[config.mk]
export PLATFORM = sky130hd
export DESIGN_NAME = acr_config_regs
export DESIGN_NICKNAME = d
export VERILOG_FILES = /design/src/acr_clk_divider.v /design/src/acr_config_regs.v
export VERILOG_INCLUDE_DIRS = /design/src
export SDC_FILE = /design/constraint.sdc
export NUM_CORES = 1
export LEC_CHECK = 0
export ABC_AREA = 1
export BUFFER_PORTS_ARGS = -buffer_cell sky130_fd_sc_hd__buf_2
export CAP_MARGIN = 30
export CORE_ASPECT_RATIO = 1.5
export CORE_MARGIN = 1.5
export CORE_UTILIZATION = 47
export DETAILED_ROUTE_END_ITERATION = 8
export PLACE_DENSITY = 0.77
export SLEW_MARGIN = 15
export SYNTH_ARGS = -nofsm -noshare
export SYNTH_HDL_FRONTEND = slang
export SYNTH_SLANG_ARGS = --single-unit
[constraint.sdc]
create_clock -name ref_clk -period 1.85 [get_ports ref_clk]
set_input_delay 0.185 -clock ref_clk [delete_from_list [all_inputs] [get_ports ref_clk]]
set_output_delay 0.185 -clock ref_clk [all_outputs]
set_load 0.05 [all_outputs]
[src/acr_map.vh]
`ifndef ACR_MAP_VH
`define ACR_MAP_VH
// =====================================================
// Register offsets
`define ACR_OFS_SOFT_RESET 8'h00
`define ACR_OFS_MODE_DIV 8'h31
`define ACR_OFS_ROUTE_12 8'h3A
`define ACR_OFS_ROUTE_34 8'h3B
`define ACR_OFS_TRIM 8'h55
// =====================================================
// Field positions
`define ACR_SOFT_RESET_BIT 0
`define ACR_CHAN_LSB 0
`define ACR_CHAN_MSB 2
`define ACR_DIV_LSB 8
`define ACR_DIV_MSB 9
`define ACR_ROUTE_LO_LSB 0
`define ACR_ROUTE_LO_MSB 4
`define ACR_ROUTE_HI_LSB 8
`define ACR_ROUTE_HI_MSB 12
`define ACR_TRIM_LSB 0
`define ACR_TRIM_MSB 5
// =====================================================
// Mode codes and reset values
`define ACR_MODE_SINGLE 3'h1
`define ACR_MODE_DUAL 3'h2
`define ACR_MODE_QUAD 3'h4
`define ACR_RST_CHAN 3'h4
`define ACR_RST_DIV 2'h0
`define ACR_ROUTE_IN1 5'h02
`define ACR_ROUTE_IN2 5'h04
`define ACR_ROUTE_IN3 5'h08
`define ACR_ROUTE_IN4 5'h10
`define ACR_RST_TRIM 6'h20
`define ACR_RST_BRANCHES 4'h2
`define ACR_RST_CHAN_MAP 8'hE4
`define ACR_RST_ROUTE_IDX 8'hE4
`endif

[src/acr_clk_divider.v]
`timescale 1ns/1ps
`default_nettype none
// =====================================================
// Sampling clock enable divider
module acr_clk_divider (
    input wire ref_clk,
    input wire srst,
    input wire [1:0] divCode,
    output reg sampleTick
);
    reg [2:0] count_q;
    wire [2:0] lastCount;
    // Divide by 1, 2, 4 or 8
    assign lastCount = (3'h1 << divCode) - 3'h1;
    always @(posedge ref_clk) begin
        if (srst) begin
            count_q <= 3'h0;
            sampleTick <= 1'b0;
        end else if (count_q >= lastCount) begin
            count_q <= 3'h0;
            sampleTick <= 1'b1;
        end else begin
            count_q <= count_q + 3'h1;
            sampleTick <= 1'b0;
        end
    end
endmodule // acr_clk_divider
`default_nettype wire

[src/acr_config_regs.v]
`timescale 1ns/1ps
`default_nettype none
`include "acr_map.vh"
module acr_config_regs (
    input wire ref_clk,
    input wire srst,
    input wire wrStrobe,
    input wire rdStrobe,
    input wire [7:0] regAddr,
    input wire [15:0] wrData,
    output reg [15:0] rdData,
    output reg rdValid,
    output reg [2:0] chanMode,
    output reg [1:0] clkDivCode,
    output wire sampleTick,
    output reg [3:0] branchesPerChan,
    output reg [7:0] chanOfConv,
    output reg [4:0] route_sel_conv_one,
    output reg [4:0] route_sel_conv_two,
    output reg [4:0] route_sel_conv_three,
    output reg [4:0] route_sel_conv_four,
    output reg [7:0] routeIndex,
    output reg [5:0] full_scale_trim_code,
    output reg [6:0] trimMagnitude,
    output reg trimNegative
);
    // =====================================================
    // Helpers
    // Routing code to input index 0..3; forbidden codes fall back to input one
    function [1:0] routeToIndex;
        input [4:0] code;
        begin
            case (code)
                `ACR_ROUTE_IN2: routeToIndex = 2'h1;
                `ACR_ROUTE_IN3: routeToIndex = 2'h2;
                `ACR_ROUTE_IN4: routeToIndex = 2'h3;
                default: routeToIndex = 2'h0;
            endcase
        end
    endfunction

    // Address decode shared by the write and read paths, one bit per register
    function [4:0] decodeAddr;
        input [7:0] addr;
        begin
            case (addr)
                `ACR_OFS_SOFT_RESET: decodeAddr = 5'h01;
                `ACR_OFS_MODE_DIV: decodeAddr = 5'h02;
                `ACR_OFS_ROUTE_12: decodeAddr = 5'h04;
                `ACR_OFS_ROUTE_34: decodeAddr = 5'h08;
                `ACR_OFS_TRIM: decodeAddr = 5'h10;
                default: decodeAddr = 5'h00;
            endcase
        end
    endfunction

    wire [4:0] wrHit;
    wire [4:0] rdHit;
    wire softReset;
    wire wrMode;
    wire wrRoute12;
    wire wrRoute34;
    wire wrTrim;
    // Undefined offsets decode to no hit, so stray writes change nothing
    assign wrHit = wrStrobe ? decodeAddr(regAddr) : 5'h00;
    assign rdHit = decodeAddr(regAddr);
    assign softReset = wrHit[0] && wrData[`ACR_SOFT_RESET_BIT];
    assign wrMode = wrHit[1];
    assign wrRoute12 = wrHit[2];
    assign wrRoute34 = wrHit[3];
    assign wrTrim = wrHit[4];

    // =====================================================
    // Per-converter route plumbing
    // Converters one and three use the low half of their word, two and four the high half
    wire [19:0] routeFields;
    wire [19:0] routeWrValue;
    wire [3:0] routeWrEnable;
    wire [7:0] routeIndexNext;
    genvar conv;
    assign routeFields = {route_sel_conv_four, route_sel_conv_three, route_sel_conv_two, route_sel_conv_one};
    generate
        for (conv = 0; conv < 4; conv = conv + 1) begin : gConvRoute
            // Bit 0 of each route field is forced low so it is always zero
            if (conv % 2 == 0) begin : gLow
                assign routeWrValue[5*conv+4:5*conv] = {wrData[`ACR_ROUTE_LO_MSB:`ACR_ROUTE_LO_LSB+1], 1'b0};
            end else begin : gHigh
                assign routeWrValue[5*conv+4:5*conv] = {wrData[`ACR_ROUTE_HI_MSB:`ACR_ROUTE_HI_LSB+1], 1'b0};
            end
            assign routeWrEnable[conv] = (conv < 2) ? wrRoute12 : wrRoute34;
            assign routeIndexNext[2*conv+1:2*conv] = routeToIndex(routeFields[5*conv+4:5*conv]);
        end
    endgenerate

    // =====================================================
    // Register bank
    // Soft reset bit is never stored, so it reads back as cleared at once
    always @(posedge ref_clk) begin
        // Both resets share one branch so they restore identical defaults
        if (srst || softReset) begin
            chanMode <= `ACR_RST_CHAN;
            clkDivCode <= `ACR_RST_DIV;
            route_sel_conv_one <= `ACR_ROUTE_IN1;
            route_sel_conv_two <= `ACR_ROUTE_IN2;
            route_sel_conv_three <= `ACR_ROUTE_IN3;
            route_sel_conv_four <= `ACR_ROUTE_IN4;
            full_scale_trim_code <= `ACR_RST_TRIM;
        end else begin
            if (wrMode) begin
                chanMode <= wrData[`ACR_CHAN_MSB:`ACR_CHAN_LSB];
                clkDivCode <= wrData[`ACR_DIV_MSB:`ACR_DIV_LSB];
            end
            if (routeWrEnable[0]) begin
                route_sel_conv_one <= routeWrValue[4:0];
            end
            if (routeWrEnable[1]) begin
                route_sel_conv_two <= routeWrValue[9:5];
            end
            if (routeWrEnable[2]) begin
                route_sel_conv_three <= routeWrValue[14:10];
            end
            if (routeWrEnable[3]) begin
                route_sel_conv_four <= routeWrValue[19:15];
            end
            if (wrTrim) begin
                full_scale_trim_code <= wrData[`ACR_TRIM_MSB:`ACR_TRIM_LSB];
            end
        end
    end

    // =====================================================
    // Readback, one cycle after the strobe; unmapped reads return zero
    always @(posedge ref_clk) begin
        if (srst) begin
            rdData <= 16'h0000;
            rdValid <= 1'b0;
        end else begin
            rdValid <= rdStrobe;
            if (rdStrobe) begin
                // Registered read data stands until the next read
                case (rdHit)
                    5'h02: rdData <= {6'h00, clkDivCode, 5'h00, chanMode};
                    5'h04: rdData <= {3'h0, route_sel_conv_two, 3'h0, route_sel_conv_one};
                    5'h08: rdData <= {3'h0, route_sel_conv_four, 3'h0, route_sel_conv_three};
                    5'h10: rdData <= {10'h000, full_scale_trim_code};
                    default: rdData <= 16'h0000;
                endcase
            end
        end
    end

    // =====================================================
    // Interleave and cross point mapping, registered one cycle behind the fields
    // Undefined mode codes are treated as quad so the core never sees an illegal map
    always @(posedge ref_clk) begin
        if (srst) begin
            branchesPerChan <= `ACR_RST_BRANCHES;
            chanOfConv <= `ACR_RST_CHAN_MAP;
            routeIndex <= `ACR_RST_ROUTE_IDX;
        end else begin
            case (chanMode)
                `ACR_MODE_SINGLE: begin
                    branchesPerChan <= 4'h8;
                    chanOfConv <= 8'h00;
                end
                `ACR_MODE_DUAL: begin
                    branchesPerChan <= 4'h4;
                    chanOfConv <= 8'h50;
                end
                default: begin
                    branchesPerChan <= 4'h2;
                    chanOfConv <= 8'hE4;
                end
            endcase
            routeIndex <= routeIndexNext;
        end
    end

    // =====================================================
    // Trim converter drive: offset-binary code split into sign and step count
    // Codes below 32 take 32 minus the code as step count, which keeps the response monotonic across all 64 codes
    always @(posedge ref_clk) begin
        if (srst) begin
            trimMagnitude <= 7'h00;
            trimNegative <= 1'b0;
        end else begin
            trimNegative <= ~full_scale_trim_code[5];
            trimMagnitude <= full_scale_trim_code[5] ? {2'h0, full_scale_trim_code[4:0]} :
                             (7'h20 - {1'b0, full_scale_trim_code});
        end
    end

    // Only srst restarts the divider count; a soft reset just returns its code to divide by one
    acr_clk_divider uDivider (
        .ref_clk(ref_clk),
        .srst(srst),
        .divCode(clkDivCode),
        .sampleTick(sampleTick)
    );
endmodule // acr_config_regs
`default_nettype wire

==> summary.txt <==
Run status
  – Outcome: finished clean

GRT
  – Initial antenna violation count: 0
  – GRT Resource Usage Total: 0.2313
  – GRT busiest layer: met2
  – Grt ovf: 0
  – Met2 Track Usage GR: 0.3992
  – First-pass GRT wire length: 11.45 mm
  – Largest net degree at the start of global routing: 22
  – Number of global-route vias before repair: 2444
  – Grt met3 use: 0.04110
  – Met1 Use GR: 0.2604

Synth
  – Post-synth top area cell: dfxtp_1
  – Seq/Total Area, Yosys: 0.4377
  – Synth unique cells: 37
  – Async SR Flop Fraction: 0
  – Synth Warn #: 0
  – Synth Area per Inst: 8.027 sq um
  – Number of synthesized flops with an enable pin: 0
  – Synthesized area: 0.002882 sq mm
  – Area contributors post-synth: dfxtp_1 44%, nand2_1 12%, nand3_1 4.9%, buf_4 4.4%, a21oi_1 4.2%
  – Yosys top cell area share: 0.4377
  – Mapped Cells: 359
  – Number of synthesized register bits: 63
  – Synth Flop Type: dfxtp_1

CTS
  – TritonCTS Buffers: 9
  – Post-CTS Setup Bufs: 0
  – Root Buffer: clkbuf_8
  – Clock sinks: 63
  – CTS tree: built
  – # hold bufs at CTS: 0
  – Max clock buf depth: 2
  – Post-CTS sizing: 0
  – Clock Pin Slew Worst Setup and Hold Paths: 70 ps
  – H-tree levels: 3
  – Worst-Skew Late Latency: 350 ps

Critical path
  – CP dominant cell by count: or2_2
  – Crit path depth: 6
  – CP arrival: 1850 ps
  – CP Capture Type: flop
  – CP max stage delay: 340 ps
  – Delay-heaviest family, CP: simple AND/OR/NAND/NOR gates
  – Crit start category: flop
  – Worst Path Class, Setup: reg2reg
  – R2r worst-path depth: 6
  – Worst-path fanout max: 5
  – Slowest CP cell: dfxtp_1
  – Crit path cell chain: or2_2, ha_1, nand3_1, o211ai_1, or2_2, nor2_1
  – WP buf/inv: 0
  – Worst EP required: 2140 ps

Drt
  – DR pass1 iterations: 5
  – Via density: 5.042
  – Wire per inst: 13.27 microns
  – Initial DRC Count: 128
  – Routed Antenna Nets: 0
  – DR DRC count: 0
  – WL final: 6.940 mm
  – Vias: 2637

Layout
  – Final net count: 479
  – Layout cells sized above 1: 0.3171
  – Most common cell after layout, fill and taps aside: nand2_1
  – Most frequent cells in the layout: 89 x nand2_1, 86 x buf_2, 63 x dfxtp_1
  – Final Non-Filler Cells: 523
  – N_diodes: 0
  – Area grow syn2layout: 19.37%

Timing
  – Slew HR: 0.6650
  – Minimum clock period: 1562 ps
  – Final Hold Fails: 0
  – RSZ-0062 raised after global routing: no
  – Worst Tran Pin Value: 502.6 ps
  – Final period util: 0.8444
  – Peak Freq: 640.1 MHz
  – Clock Skew: 8.345 ps
  – Slack of the critical path: 287.8 ps
  – Fin. max-slew vios: 0
  – Fin Setup TNS: 0 ps
  – Final Setup Violations: 0

Power and ir drop
  – Pleak: 0.001564 uW
  – Sw frac: 0.2818
  – Gate power share: 0.081
  – Pwr dens: 763.1 mW/mm^2
  – P_sw: 739.6 uW
  – Clk pwr share: 0.399
  – Overall Power: 2625 uW
  – Peak VDD IR: 0.0004747 V
  – Share of power burned in registers: 0.520
  – Internal Power: 1885 uW

Placement
  – Gpl congestion: 0.8341
  – Final HPWL DP: 5.329 mm
  – Port Buf Inserts: 86
  – Placed insts: 507
  – Place WS: 307.8 ps

Floorplanning
  – Core area: 0.005871 sq mm
  – Die Y: 98.90 microns
  – Initial Utilization: 0.4908
  – I/O pin total: 105
  – DIE AREA: 0.006619 sq mm
  – Die width: 66.93 microns
  – Placement Rows: 34

Worst hold path
  – Hold path depth: 3
  – Hold crit path type: in2reg

Job
  – Max_cap viols: 0
==> cells by family after synthesis <==
group                      count (synthesis)  synth area share
AOI/OAI and AO/OA                         57            0.1268
xor gates and xnor gates                   3          0.009120
adders and majority gates                  5           0.02171
buffers and inverters                     62            0.1168
DFF                                       63            0.4377
other                                      1          0.001301
and+or+nand+nor                          168            0.2866
==> registers in the layout (all words and copies together), names as in the netlist, 2 cells and up <==
name and count:
rdData 11, routeIndex 8, trimMagnitude 7, full_scale_trim_code 6, route_sel_conv_four 4, route_sel_conv_one 4, route_sel_conv_three 4, route_sel_conv_two 4
branchesPerChan 3, chanMode 3, uDivider.count_q 3, clkDivCode 2
==> power groups by stage <==
stage | Sequential, uW | Combinational [uW] | Clock [uW]
4_1_cts | 1370 | 212 | 1060
6_report | 1370 | 212 | 1050
3_5_place_dp | 1400 | 211 | 0
2_1_floorplan | 1420 | 157 | 0
5_1_grt | 1370 | 228 | 1130
3_3_place_gp | 1400 | 210 | 0
==> synth_stat cells (4+ instances only) <==
cell      number
nor2_1        19
o21ai_0        9
ha_1           5
nand2_2        6
inv_2          4
or2_2          4
nand3_1       28
nor3_1         5
dfxtp_1       63
buf_4         17
o211ai_1       4
inv_1         32
nand2_1       89
nor2_4         5
a21oi_2       11
a21oi_1       24
==> layer usage <==
metal,vias up,wire length (microns)
met4,0,202
met2,102,3618
met5,-,0
met1,1211,2666
met3,17,453
li1,1307,-
==> path summary, 6_finish.rpt <==
check | start | end | slack [ps]
max | clkDivCode[1]$_SDFFE_PP0P_ | uDivider.count_q[1]$_SDFF_PP0_ | 290
min | wrData[5] | full_scale_trim_code[5]$_SDFFE_PP1P_ | 80
max reg2reg | clkDivCode[1]$_SDFFE_PP0P_ | uDivider.count_q[1]$_SDFF_PP0_ | 290
min reg2reg | uDivider.count_q[0]$_SDFF_PP0_ | uDivider.count_q[0]$_SDFF_PP0_ | 440
==> final cells by class <==
cell class	instances	area [sq um]
repair buffers	87	437.9
multi-input cells	247	1333
clock inverters	7	50.05
clock buffers	9	123.9
fillers	562	2431
flip-flops and latches	63	1261
inverters	38	143.9
well taps	72	90.09
==> worst register-to-register path, delay by kind of cell (launching register included) <==
family / cells / cell delay (ps)
AND/OR/NAND/NOR: 4 / 780
flip-flops: 1 / 340
adder cells (fa/ha/maj): 1 / 280
AO/OA/AOI/OAI: 1 / 100
==> stage by stage <==
step | hold slack, ps | util | cell area (sq um)
3_5_place_dp | 432.8 | 0.5563 | 3266
3_3_place_gp | 423.2 | 0.5563 | 3266
4_1_cts | 76.20 | 0.5859 | 3440
2_1_floorplan | 294.6 | - | 2930
6_report | 80.60 | 0.5859 | 3440
5_1_grt | 91.35 | 0.5859 | 3440
No activity file was read; power rests on OpenSTA's default activity.
